## src/include/psd_pkg.sv

```systemverilog
// Constants for the synthesizer digital core
package psd_pkg;
   // Clock
   localparam int CLK_PERIOD_NS = 50;
   // Lock detect phase windows
   localparam int LOCK_ERR_NS = 15;
   localparam int UNLOCK_ERR_NS = 25;
   localparam logic [3:0] LOCK_ERR_CYC = 4'(LOCK_ERR_NS / CLK_PERIOD_NS);
   localparam logic [3:0] UNLOCK_ERR_CYC = 4'(UNLOCK_ERR_NS / CLK_PERIOD_NS);
   localparam logic [2:0] LOCK_QUAL_LOOSE = 3'h3;
   localparam logic [2:0] LOCK_QUAL_TIGHT = 3'h5;
   // Band select length in band select clock cycles
   localparam logic [2:0] BSEL_CYCLES = 3'h5;
   // Serial word and latch select codes
   localparam int WORD_W = 24;
   localparam logic [1:0] SEL_CONTROL = 2'h0;
   localparam logic [1:0] SEL_REFDIV = 2'h1;
   localparam logic [1:0] SEL_FEEDBACK = 2'h2;
   localparam logic [1:0] SEL_TEST = 2'h3;
   // Control latch fields
   localparam int CL_PSC_LSB = 22;
   localparam int CL_OPWR_LSB = 12;
   localparam int CL_MUTE_BIT = 11;
   localparam int CL_TP_LSB = 5;
   localparam int CL_CPWR_LSB = 2;
   // Reference divider latch fields
   localparam int RL_BSC_LSB = 20;
   localparam int RL_LDP_BIT = 18;
   localparam int RL_ABP_LSB = 16;
   localparam int RL_R_LSB = 2;
   // Feedback latch fields
   localparam int NL_HALF_RATE_OUTPUT_SELECT_BIT = 23;
   localparam int NL_B_LSB = 8;
   localparam int NL_A_LSB = 2;
   localparam logic [12:0] MAIN_MIN = 13'h0003;
   localparam logic [13:0] REF_MIN = 14'h0001;
   // Prescaler codes
   localparam logic [1:0] PSC_8 = 2'h0;
   localparam logic [1:0] PSC_16 = 2'h1;
   // Latch reset values
   localparam logic [23:0] CONTROL_RST = 24'h000000;
   localparam logic [23:0] REFDIV_RST = 24'h000001;
   localparam logic [23:0] FEEDBACK_RST = 24'h000002;
   localparam logic [23:0] TEST_RST = 24'h000003;
   // Bus register byte offsets
   localparam logic [7:0] OFS_LATCH_WRITE = 8'h00;
   localparam logic [7:0] OFS_CONTROL = 8'h04;
   localparam logic [7:0] OFS_REFDIV = 8'h08;
   localparam logic [7:0] OFS_FEEDBACK = 8'h0C;
   localparam logic [7:0] OFS_TEST = 8'h10;
   localparam logic [7:0] OFS_STATUS = 8'h14;
   // Test-point selections
   localparam logic [2:0] TP_LOW = 3'h0;
   localparam logic [2:0] TP_LOCK = 3'h1;
   localparam logic [2:0] TP_NDIV = 3'h2;
   localparam logic [2:0] TP_HIGH = 3'h3;
   localparam logic [2:0] TP_RDIV = 3'h4;
   localparam logic [2:0] TP_BSEL = 3'h5;
   typedef enum logic [1:0] {
      BS_IDLE = 2'b01,
      BS_RUN = 2'b10
   } psd_bsel_e;
endpackage

```

## src/hdl/psd_core.sv

```systemverilog
// Synthesizer digital core: serial port, dividers, lock detect, band select
//
// Summary of operation
// - Feedback divides VCO by prescaler times main plus swallow
// - Prescaler selectable as 8/9, 16/17 or 32/33
// - Main counter 13 bits, divide 3 to 8191
// - Swallow count 0 to 31 selects larger modulus
// - Reference divider 14 bits, ratio 1 to 16383
// - Two-bit field sets anti-backlash pulse width
// - Three-bit field selects test-point output signal
// - Loose precision: three good cycles assert lock
// - Tight precision: five good cycles assert lock
// - Lock holds until error above unlock window
// - 24-bit shift register, MSB first, serial clock rise
// - Load strobe rise copies word into selected latch
// - Codes 00 control, 01 ref, 10 feedback, 11 test
// - Band select runs at power-up and feedback write
// - Band select lasts five cycles, tuning node parked
// - Band select clock is reference output divided by 1, 2, 4 or 8
// - Two-bit core power field sets VCO core current
// - Two-bit output power field sets tail current
// - Mute-until-lock keeps output stage off until lock
`timescale 1ns/1ps
module psd_core
   import psd_pkg::*;
(
   input wire logic clk_in,
   input wire logic arst_n_in,
   // Three-wire port and analog-side clocks, all asynchronous
   input wire logic serial_clk_in,
   input wire logic serial_data_in,
   input wire logic latch_load_strobe_in,
   input wire logic ref_clk_in,
   input wire logic vco_clk_in,
   // AHB-Lite slave
   input wire logic hsel_in,
   input wire logic [31:0] haddr_in,
   input wire logic [1:0] htrans_in,
   input wire logic hwrite_in,
   input wire logic [2:0] hsize_in,
   input wire logic [31:0] hwdata_in,
   input wire logic hready_in,
   output logic [31:0] hrdata_out,
   output logic hreadyout_out,
   output logic hresp_out,
   // Analog controls
   output logic [1:0] core_power_out,
   output logic [1:0] output_power_out,
   output logic [1:0] antibacklash_width_out,
   output logic half_rate_output_select_out,
   output logic rf_output_enable_out,
   output logic vtune_ref_connect_out,
   output logic lock_detect_out,
   output logic testpoint_output_out
);

   logic [2:0] sclk_sync_reg;
   logic [1:0] sdat_sync_reg;
   logic [2:0] le_sync_reg;
   logic [2:0] ref_sync_reg;
   logic [2:0] vco_sync_reg;
   logic sclk_rise;
   logic le_rise;
   logic ref_tick;
   logic vco_tick;

   // Bit 0 of each chain is the first stage and is read only by bit 1
   always_ff @(posedge clk_in or negedge arst_n_in) begin
      if (!arst_n_in) begin
         sclk_sync_reg <= 3'h0;
         sdat_sync_reg <= 2'h0;
         le_sync_reg <= 3'h0;
         ref_sync_reg <= 3'h0;
         vco_sync_reg <= 3'h0;
      end else begin
         sclk_sync_reg <= {sclk_sync_reg[1:0], serial_clk_in};
         sdat_sync_reg <= {sdat_sync_reg[0], serial_data_in};
         le_sync_reg <= {le_sync_reg[1:0], latch_load_strobe_in};
         ref_sync_reg <= {ref_sync_reg[1:0], ref_clk_in};
         vco_sync_reg <= {vco_sync_reg[1:0], vco_clk_in};
      end
   end

   assign sclk_rise = sclk_sync_reg[1] && !sclk_sync_reg[2];
   assign le_rise = le_sync_reg[1] && !le_sync_reg[2];
   assign ref_tick = ref_sync_reg[1] && !ref_sync_reg[2];
   assign vco_tick = vco_sync_reg[1] && !vco_sync_reg[2];

   // Serial shift register
   logic [WORD_W-1:0] shift_reg;

   always_ff @(posedge clk_in or negedge arst_n_in) begin
      if (!arst_n_in) begin
         shift_reg <= '0;
      end else if (sclk_rise) begin
         shift_reg <= {shift_reg[WORD_W-2:0], sdat_sync_reg[1]};
      end
   end

   // AHB-Lite slave, zero wait states
   logic dph_wr_reg;
   logic [7:0] dph_addr_reg;
   logic addr_take;
   logic bus_load;
   logic [31:0] rd_next;
   logic [23:0] ctrl_latch_reg;
   logic [23:0] ref_latch_reg;
   logic [23:0] fb_latch_reg;
   logic [23:0] test_latch_reg;
   logic lock_reg;
   psd_bsel_e bs_state_reg;

   assign addr_take = hsel_in && hready_in && htrans_in[1];
   assign bus_load = dph_wr_reg && (dph_addr_reg == OFS_LATCH_WRITE);
   assign hreadyout_out = 1'b1;
   assign hresp_out = 1'b0;

   always_comb begin
      rd_next = 32'h00000000;
      case (haddr_in[7:0])
         OFS_CONTROL: rd_next = {8'h00, ctrl_latch_reg};
         OFS_REFDIV: rd_next = {8'h00, ref_latch_reg};
         OFS_FEEDBACK: rd_next = {8'h00, fb_latch_reg};
         OFS_TEST: rd_next = {8'h00, test_latch_reg};
         OFS_STATUS: rd_next = {29'h00000000, rf_output_enable_out,
                                bs_state_reg == BS_RUN, lock_reg};
         default: rd_next = 32'h00000000;
      endcase
   end

   always_ff @(posedge clk_in or negedge arst_n_in) begin
      if (!arst_n_in) begin
         dph_wr_reg <= 1'b0;
         dph_addr_reg <= 8'h00;
         hrdata_out <= 32'h00000000;
      end else begin
         // Writes outside the low page are dropped, not aliased onto the latch port
         dph_wr_reg <= addr_take && hwrite_in && haddr_in[31:8] == 24'h000000;
         if (addr_take) begin
            dph_addr_reg <= haddr_in[7:0];
         end
         if (addr_take && !hwrite_in && haddr_in[31:8] == 24'h000000) begin
            hrdata_out <= rd_next;
         end else begin
            hrdata_out <= 32'h00000000;
         end
      end
   end

   // Latch load: serial strobe wins over a bus write in the same cycle
   logic load_evt;
   logic [23:0] load_word;

   assign load_evt = le_rise || bus_load;
   assign load_word = le_rise ? shift_reg : hwdata_in[23:0];
   logic ld_ctrl;
   logic ld_ref;
   logic ld_fb;
   logic ld_test;
   assign ld_ctrl = load_evt && load_word[1:0] == SEL_CONTROL;
   assign ld_ref = load_evt && load_word[1:0] == SEL_REFDIV;
   assign ld_fb = load_evt && load_word[1:0] == SEL_FEEDBACK;
   assign ld_test = load_evt && load_word[1:0] == SEL_TEST;

   always_ff @(posedge clk_in or negedge arst_n_in) begin
      if (!arst_n_in) begin
         ctrl_latch_reg <= CONTROL_RST;
         ref_latch_reg <= REFDIV_RST;
         fb_latch_reg <= FEEDBACK_RST;
         test_latch_reg <= TEST_RST;
      end else begin
         if (ld_ctrl) ctrl_latch_reg <= load_word;
         if (ld_ref) ref_latch_reg <= load_word;
         if (ld_fb) fb_latch_reg <= load_word;
         if (ld_test) test_latch_reg <= load_word;
      end
   end

   // Field decode
   logic [12:0] main_div;
   logic [4:0] swallow_div;
   logic [13:0] ref_div;
   logic [5:0] psc_mod;
   logic [1:0] psc_code;
   logic [12:0] main_raw;
   logic [13:0] ref_raw;

   assign psc_code = ctrl_latch_reg[CL_PSC_LSB +: 2];
   assign main_raw = fb_latch_reg[NL_B_LSB +: 13];
   assign ref_raw = ref_latch_reg[RL_R_LSB +: 14];
   assign main_div = (main_raw < MAIN_MIN) ? MAIN_MIN : main_raw;
   assign swallow_div = fb_latch_reg[NL_A_LSB +: 5];
   assign ref_div = (ref_raw < REF_MIN) ? REF_MIN : ref_raw;
   always_comb begin
      case (psc_code)
         PSC_8: psc_mod = 6'd8;
         PSC_16: psc_mod = 6'd16;
         default: psc_mod = 6'd32;
      endcase
   end

   // Feedback divider; a control or feedback load restarts it
   logic [5:0] psc_cnt_reg;
   logic [4:0] swl_left_reg;
   logic [12:0] main_cnt_reg;
   logic [5:0] psc_cur;
   logic psc_wrap;
   logic n_tick;
   logic fb_restart;

   assign fb_restart = ld_ctrl || ld_fb;
   assign psc_cur = (swl_left_reg != 5'h00) ? psc_mod + 6'd1 : psc_mod;
   assign psc_wrap = vco_tick && psc_cnt_reg == psc_cur - 6'd1;
   assign n_tick = psc_wrap && main_cnt_reg == main_div - 13'd1;

   always_ff @(posedge clk_in or negedge arst_n_in) begin
      if (!arst_n_in) begin
         psc_cnt_reg <= 6'h00;
         swl_left_reg <= 5'h00;
         main_cnt_reg <= 13'h0000;
      end else if (fb_restart) begin
         psc_cnt_reg <= 6'h00;
         swl_left_reg <= ld_fb ? load_word[NL_A_LSB +: 5] : swallow_div;
         main_cnt_reg <= 13'h0000;
      end else if (vco_tick) begin
         if (psc_wrap) begin
            psc_cnt_reg <= 6'h00;
            if (n_tick) begin
               main_cnt_reg <= 13'h0000;
               swl_left_reg <= swallow_div;
            end else begin
               main_cnt_reg <= main_cnt_reg + 13'd1;
               if (swl_left_reg != 5'h00) swl_left_reg <= swl_left_reg - 5'd1;
            end
         end else begin
            psc_cnt_reg <= psc_cnt_reg + 6'd1;
         end
      end
   end

   // Reference divider and band select clock divider
   logic [13:0] r_cnt_reg;
   logic [2:0] bsc_cnt_reg;
   logic [2:0] bsc_mask;
   logic r_tick;
   logic bs_tick;

   assign r_tick = ref_tick && r_cnt_reg == ref_div - 14'd1;
   assign bsc_mask = 3'((4'h1 << ref_latch_reg[RL_BSC_LSB +: 2]) - 4'h1);
   assign bs_tick = r_tick && bsc_cnt_reg == bsc_mask;

   always_ff @(posedge clk_in or negedge arst_n_in) begin
      if (!arst_n_in) begin
         r_cnt_reg <= 14'h0000;
         bsc_cnt_reg <= 3'h0;
      end else if (ld_ref) begin
         r_cnt_reg <= 14'h0000;
         bsc_cnt_reg <= 3'h0;
      end else begin
         if (r_tick) r_cnt_reg <= 14'h0000;
         else if (ref_tick) r_cnt_reg <= r_cnt_reg + 14'd1;
         if (bs_tick) bsc_cnt_reg <= 3'h0;
         else if (r_tick) bsc_cnt_reg <= bsc_cnt_reg + 3'd1;
      end
   end

   // Phase error: cycles between reference and feedback edges
   logic pend_r_reg;
   logic pend_n_reg;
   logic [3:0] err_cnt_reg;
   logic pd_done;
   logic [3:0] pd_err;

   always_comb begin
      pd_done = 1'b0;
      pd_err = 4'h0;
      if (r_tick && n_tick) begin
         pd_done = 1'b1;
      end else if ((pend_r_reg && n_tick) || (pend_n_reg && r_tick)) begin
         pd_done = 1'b1;
         pd_err = (err_cnt_reg == 4'hF) ? 4'hF : err_cnt_reg + 4'd1;
      end
   end

   always_ff @(posedge clk_in or negedge arst_n_in) begin
      if (!arst_n_in) begin
         pend_r_reg <= 1'b0;
         pend_n_reg <= 1'b0;
         err_cnt_reg <= 4'h0;
      end else if (pd_done || fb_restart || ld_ref) begin
         pend_r_reg <= 1'b0;
         pend_n_reg <= 1'b0;
         err_cnt_reg <= 4'h0;
      end else begin
         if (r_tick) pend_r_reg <= 1'b1;
         if (n_tick) pend_n_reg <= 1'b1;
         if ((pend_r_reg || pend_n_reg) && err_cnt_reg != 4'hF) begin
            err_cnt_reg <= err_cnt_reg + 4'd1;
         end
      end
   end

   // Digital lock detect
   logic [2:0] qual_reg;
   logic [2:0] qual_need;
   logic good_cycle;
   logic bad_cycle;

   assign qual_need = ref_latch_reg[RL_LDP_BIT] ? LOCK_QUAL_TIGHT : LOCK_QUAL_LOOSE;
   assign good_cycle = pd_done && pd_err <= LOCK_ERR_CYC;
   assign bad_cycle = pd_done && pd_err > UNLOCK_ERR_CYC;

   always_ff @(posedge clk_in or negedge arst_n_in) begin
      if (!arst_n_in) begin
         qual_reg <= 3'h0;
         lock_reg <= 1'b0;
      end else if (bad_cycle) begin
         qual_reg <= 3'h0;
         lock_reg <= 1'b0;
      end else if (good_cycle && !lock_reg) begin
         if (qual_reg + 3'd1 >= qual_need) begin
            lock_reg <= 1'b1;
            qual_reg <= 3'h0;
         end else begin
            qual_reg <= qual_reg + 3'd1;
         end
      end else if (pd_done && !lock_reg) begin
         qual_reg <= 3'h0;
      end
   end

   // Band select; reset value gives the power-up run
   logic [2:0] bs_left_reg;

   always_ff @(posedge clk_in or negedge arst_n_in) begin
      if (!arst_n_in) begin
         bs_state_reg <= BS_RUN;
         bs_left_reg <= BSEL_CYCLES;
      end else if (ld_fb) begin
         bs_state_reg <= BS_RUN;
         bs_left_reg <= BSEL_CYCLES;
      end else begin
         case (bs_state_reg)
            BS_IDLE: bs_left_reg <= 3'h0;
            BS_RUN: begin
               if (bs_tick) begin
                  bs_left_reg <= bs_left_reg - 3'd1;
                  if (bs_left_reg == 3'h1) bs_state_reg <= BS_IDLE;
               end
            end
            default: begin
               bs_state_reg <= BS_IDLE;
               bs_left_reg <= 3'h0;
            end
         endcase
      end
   end

   // Outputs, all from flops
   logic ndiv_tog_reg;
   logic rdiv_tog_reg;
   logic tp_next;

   always_comb begin
      case (ctrl_latch_reg[CL_TP_LSB +: 3])
         TP_LOCK: tp_next = lock_reg;
         TP_NDIV: tp_next = ndiv_tog_reg;
         TP_HIGH: tp_next = 1'b1;
         TP_RDIV: tp_next = rdiv_tog_reg;
         TP_BSEL: tp_next = bs_state_reg == BS_RUN;
         default: tp_next = 1'b0;
      endcase
   end

   always_ff @(posedge clk_in or negedge arst_n_in) begin
      if (!arst_n_in) begin
         ndiv_tog_reg <= 1'b0;
         rdiv_tog_reg <= 1'b0;
         testpoint_output_out <= 1'b0;
         core_power_out <= 2'h0;
         output_power_out <= 2'h0;
         antibacklash_width_out <= 2'h0;
         half_rate_output_select_out <= 1'b0;
         rf_output_enable_out <= 1'b0;
         vtune_ref_connect_out <= 1'b0;
         lock_detect_out <= 1'b0;
      end else begin
         if (n_tick) ndiv_tog_reg <= !ndiv_tog_reg;
         if (r_tick) rdiv_tog_reg <= !rdiv_tog_reg;
         testpoint_output_out <= tp_next;
         core_power_out <= ctrl_latch_reg[CL_CPWR_LSB +: 2];
         output_power_out <= ctrl_latch_reg[CL_OPWR_LSB +: 2];
         antibacklash_width_out <= ref_latch_reg[RL_ABP_LSB +: 2];
         half_rate_output_select_out <= fb_latch_reg[NL_HALF_RATE_OUTPUT_SELECT_BIT];
         // Output stage held off while muted and not locked
         rf_output_enable_out <= !ctrl_latch_reg[CL_MUTE_BIT] || lock_reg;
         vtune_ref_connect_out <= bs_state_reg == BS_RUN;
         lock_detect_out <= lock_reg;
      end
   end

   logic [18:0] vco_since_reg;
   logic [18:0] n_expect;
   assign n_expect = 19'(psc_mod) * 19'(main_div) + 19'(swallow_div);
   always_ff @(posedge clk_in or negedge arst_n_in) begin
      if (!arst_n_in) vco_since_reg <= 19'h00000;
      else if (fb_restart || n_tick) vco_since_reg <= 19'h00000;
      else if (vco_tick) vco_since_reg <= vco_since_reg + 19'd1;
   end
endmodule

```

## config.mk

```make
export PLATFORM = sky130hd
export DESIGN_NAME = psd_core
export DESIGN_NICKNAME = d
export VERILOG_FILES = /design/src/include/psd_pkg.sv /design/src/hdl/psd_core.sv
export SDC_FILE = /design/constraint.sdc
export NUM_CORES = 1
export LEC_CHECK = 0
export BUFFER_PORTS_ARGS = -buffer_cell sky130_fd_sc_hd__buf_2
export CAP_MARGIN = 5
export CORE_AREA = 2 2 162 164
export CTS_CLUSTER_SIZE = 20
export DETAILED_ROUTE_END_ITERATION = 8
export DIE_AREA = 0 0 164 166
export PLACE_DENSITY = 0.64
export SETUP_SLACK_MARGIN = 0.5
export SKIP_LAST_GASP = 1
export SLEW_MARGIN = 20
export SYNTH_ARGS = -nofsm -noshare
export SYNTH_HDL_FRONTEND = slang
export SYNTH_SLANG_ARGS = --single-unit
export TNS_END_PERCENT = 50
```

## constraint.sdc

```tcl
create_clock -name clk_in -period 5.1 [get_ports clk_in]
set_input_delay 1.275 -clock clk_in [delete_from_list [all_inputs] [get_ports clk_in]]
set_output_delay 1.275 -clock clk_in [all_outputs]
set_load 0.05 [all_outputs]
```

After elaboration in Yosys (flattened, before gate mapping) --
Index checks and enable logic that the tools add are counted. W data, S select, Z words.
Word-level totals: register bits after elaboration 244, bits in latches 0, memory bits (writable) 0, ROM bits 0, bits of input ports 79, output and inout bits 45, logic and storage cells 196, memories kept 0
Operators by class: add/sub/neg operators 13, $mul 0, div/mod/pow operators 0, $lt $le $gt $ge 5, equality and inequality tests 26, shift-type cells 1, muxes and demuxes 53, bitwise operators 0, reductions and logical operators 63
Operators with widths (count):
- $pmux W24 S5 | 1
- $mux W13 | 5
- $mux W14 | 4
- $mux W24 | 2
- $mux W3 | 11
- $mux W5 | 6
- $logic_and A1 B1 Y1 | 27
- $logic_not A24 Y1 | 1
- $mux W6 | 4
- $mux W4 | 5
- $eq A8 B4 Y1 const B | 2
- $eq A8 B5 Y1 const B | 2
- $add A14 B1 Y14 const B | 1
- $eq A14 B14 Y1 | 1
- $lt A14 B1 Y1 const B | 1
- $reduce_bool A2 Y1 | 7
- $sub A14 B1 Y14 const B | 1
- $add A13 B1 Y13 const B | 1
- $eq A13 B13 Y1 | 1
- $lt A13 B2 Y1 const B | 1
- $sub A13 B1 Y13 const B | 1
- $add A6 B1 Y6 const B | 2
- $pmux W6 S2 | 1
- $reduce_bool A3 Y1 | 4
- other kinds (32) | 69

Longest topological paths before layout --
depth after elaboration 17, gate-level depth with buffers 16, mapped depth without buffers 14

Least setup slack after synthesis --
Ideal clock, no wire load.
path kind flip-flop to flip-flop, start register ref_latch_reg[4], end register qual_reg[1], library setup time 0.078 ns, arrival 3.771 ns, data required time 5.022 ns, setup slack 1.252 ns, stages on the path, launching flop included 16, buffers on the path 2, clock period less this slack 3.848 ns, cells stage by stage dfrtp_1 > buf_6 > or3_4 > or4_4 > o21ba_1 > ha_1 > xor2_1 > nor2_1 > a211oi_1 > a2111oi_0 > nand2_1 > or3_1 > buf_6 > a2bb2oi_2 > or4_1 > a21oi_1
Between the ends: cells in the longest elaborated chain, start to end 14, elaborated cells between the ends (all ways) 21, those cells by class add/sub (1); order compare (3); eq/ne (1); mux (7); reduce/logical (9)
Ends and longest elaborated chain:
- start, declared | line psd_core.sv:107 | logic [23:0] ref_latch_reg;
- start signal, assigned | line psd_core.sv:173 | if (ld_ref) ref_latch_reg <= load_word;
- $lt A14 B1 Y1 | line psd_core.sv:193 | assign ref_div = (ref_raw < REF_MIN) ? REF_MIN : ref_raw;
- $mux W14 * | line psd_core.sv:193
- $sub A14 B1 Y14 * | line psd_core.sv:248 | assign r_tick = ref_tick && r_cnt_reg == ref_div - 14'd1;
- $eq A14 B14 Y1 * | line psd_core.sv:248
- $logic_and A1 B1 Y1 * | line psd_core.sv:248
- $logic_and A1 B1 Y1 | line psd_core.sv:279 | end else if ((pend_r_reg && n_tick) || (pend_n_reg && r_tick)) begin
- $logic_or A1 B1 Y1 | line psd_core.sv:279
- $mux W4 | line psd_core.sv:279
- $mux W4 | line psd_core.sv:277 | if (r_tick && n_tick) begin
- $le A4 B1 Y1 | line psd_core.sv:310 | assign good_cycle = pd_done && pd_err <= LOCK_ERR_CYC;
- $logic_and A1 B1 Y1 | line psd_core.sv:310
- $logic_and A1 B1 Y1 | line psd_core.sv:320 | end else if (good_cycle && !lock_reg) begin
- $mux W3 | line psd_core.sv:320
- $mux W3 | line psd_core.sv:317 | end else if (bad_cycle) begin
- end signal, assigned | line psd_core.sv:325 | qual_reg <= qual_reg + 3'd1;
- end, declared | line psd_core.sv:304 | logic [2:0] qual_reg;
Every way passes the cells marked *; elsewhere a longest branch is shown, timed or not. A chain may end at the register's enable or synchronous reset.

Final worst setup path --
start register ref_latch_reg[4], end register qual_reg[0]
Same word-level chain as after synthesis.

==> impl_metrics.toml <==
[outcome]
status = "finished, final reports clean"

[logic_synthesis]
netlist_area_mm2 = 0.0112
async_reset_ff_share_pct = 100
synthCells = 1091
synthDistinctLibCells = 73
ys_seq_elements = 236
yosys_warnings = 0
synth_edf_count = 0
synth_flop_cell = "dfrtp_1"
yosysSeqAreaShare_pct = 52.6
syn_area_per_cell_um2 = 10.3

[clock_tree]
cts_buffers = 28
cts_buffer_depth = 3
postCtsSetupBuffers = 0
cts.repair.resized = 0
cts_tree = "done"
root_buffer = "clkbuf_16"
h-tree-depth = 1
clk_pin_slew_ns = 0.06
hold_buffers = 0
cts_sinks = 236
clkLatencyLatePin_ns = 0.54

[sta]
setup_viol = 0
fin_skew_ns = 0.0199
setup_tns_ns = 0
rsz0062_at_grt = "yes"
period_needed_ns = 4.32
hold_viol = 0
hold_slack_ns = 0.346
tightest_slew_ns = 1.03
relSlewSlack_pct = 31.1
finalMaxSlewViolations = 0
fmax_mhz = 231
final.period_utilization_pct = 84.7

[layout]
syn_to_final_growth_pct = 16.7
n_antenna_cell = 0
final_cell_mix = "229 x dfrtp_1, 117 x nor2_1, 110 x a21oi_1"
final_common_cell = "dfrtp_1"
fill_cells = 2292
drive_above_1_share_pct = 19.7
final_nets = 1271
fin_area_mm2 = 0.0131

[die]
initial_core_util_pct = 43.9
core_area_mm2 = 0.0256
fp.dieW_um = 164
die_h_um = 166
die_area_mm2 = 0.0272
io-pin-count = 124
rows = 59

[placement]
post_dp_cell_area_mm2 = 0.0121
detailed_place_hpwl_um = 18900
port_buffers = 101
finalWeightedCongestion = 0.833

[run]
drv_cap = 0

[detailed_routing]
drc_errors = 0
wl_met3_um = 1190
dr.max_layer_used = "met4"
ant_nets = 0
vias_per_cell = 5.58
wl_um = 27700
vias = 8554
met1_length_um = 12900
met2_length_um = 12900
firstDrtPassIters = 5
wire_per_inst_um = 18.0
dr.first_iter.drc_count = 639

[worst_setup_path]
arrival_ns = 4.76
cp_slowest_cell = "a2111oi_0"
cp_slowest_stage_delay_ns = 0.62
crit_path_end_kind = "flop"
required_ns = 5.54
cp_cell_sequence = "or3_4 > or4_4 > o21ba_1 > ha_1 > xor2_1 > nor2_1 > a211oi_1 > a2111oi_0 > nand2_1 > or3_1 > a2bb2oi_2 > or4_1 > a21oi_1"
worst-path-max-fanout = 8
worstSetupPathType = "reg2reg"
startpoint_type = "flop"

[hold_path]
hold_path.class = "reg2reg"

[power]
power.leakage_nw = 5.91
vdd_drop_max_mv = 0.233
power.density_mw_per_mm2 = 473
total_power_mw = 6.21

[global_routing]
antenna_found_initial = 0
grt_pass1_wl_um = 45100
grt_max_degree = 105
overflow = 0
grt_pass1_vias = 8457
track_usage_pct = 20.7
-- routing by layer --
| layer | GRT usage [%] | vias up |
|---|---|---|
| li1 | - | 4071 |
| met1 | 29.9 | 4252 |
| met2 | 32.8 | 186 |
| met3 | 2.75 | 45 |
| met4 | 5.72 | 0 |
| met5 | 0 | - |
-- cell usage after synthesis, types with 18 or more instances --
cell type / count / area, µm²
nand2_1: 81 / 304
inv_1: 18 / 67.6
mux2_2: 36 / 405
mux2i_1: 36 / 360
nor3_1: 18 / 90.1
xnor2_1: 22 / 193
dfrtp_1: 229 / 5730
o21ai_0: 58 / 290
xor2_1: 29 / 254
a21oi_1: 110 / 551
nand3_1: 18 / 90.1
clkbuf_1: 47 / 176
nor2_1: 118 / 443
a222oi_1: 22 / 220
-- cell type report --
cell class	instances	area, µm²	share of cell area [%]
sequential	236	5910	45.1
multi-input combinational	777	5010	38.2
clock buffer	41	851	6.48
timing repair buffer	117	648	4.94
tap	335	419	3.19
clock inverter	10	209	1.59
inverter	18	67.6	0.515
-- stage by stage --
| step | instances | worst slack (ns) | utilization, % |
|---|---|---|---|
| floorplan | 1099 | 1.25 | - |
| global placement | 1483 | 0.914 | 47.1 |
| detailed placement | 1483 | 0.822 | 47.1 |
| CTS | 1534 | 0.791 | 51.2 |
| global route | 1534 | 0.463 | 51.2 |
| finish | 1534 | 0.778 | 51.2 |
-- cells by family (layout without fill, tap and decap cells) --
kind of cell / Yosys count / in the layout / share of synthesized area [%]
AO/OA/AOI/OAI: 257 / 257 / 14.4
XOR/XNOR: 51 / 51 / 3.97
adder cells (fa/ha/maj): 14 / 14 / 1.56
buffers and inverters: 86 / 186 / 3.38
flip-flops: 236 / 236 / 52.6
multiplexers: 72 / 72 / 6.81
other: 2 / 10 / 0.0668
AND/OR/NAND/NOR: 373 / 373 / 17.2
-- path summary, 6_finish.rpt --
kind / startpoint / to / slack [ns] / depth (start not counted)
setup / recovery: ref_latch_reg[4] / qual_reg[0] / 0.78 / 13
hold / removal: sclk_sync_reg[0] / sclk_sync_reg[1] / 0.35 / 0
setup reg to reg: ref_latch_reg[4] / qual_reg[0] / 0.78 / 13
hold reg to reg: sclk_sync_reg[0] / sclk_sync_reg[1] / 0.35 / 0
max in group asynchronous: arst_n_in / shift_reg[3] / 3.34 / 2
min in group asynchronous: arst_n_in / hrdata_out[0] / 0.78 / 1
-- worst max-delay path, delay by kind of cell (launching register included) --
kind                     cells  cell delay [ns]
flip-flops                   1             0.50
AND/OR/NAND/NOR              6             2.04
adder cells (fa/ha/maj)      1             0.26
AO/OA/AOI/OAI                5             1.28
XOR/XNOR                     1             0.16
-- where the power goes --
group | switching, mW | internal [mW] | total (mW)
registers | 0.465 | 2.30 | 2.76
logic | 0.692 | 0.527 | 1.22
clock network | 0.774 | 1.45 | 2.23
total | 1.93 | 4.28 | 6.21
(Power assumes the default switching activity.)
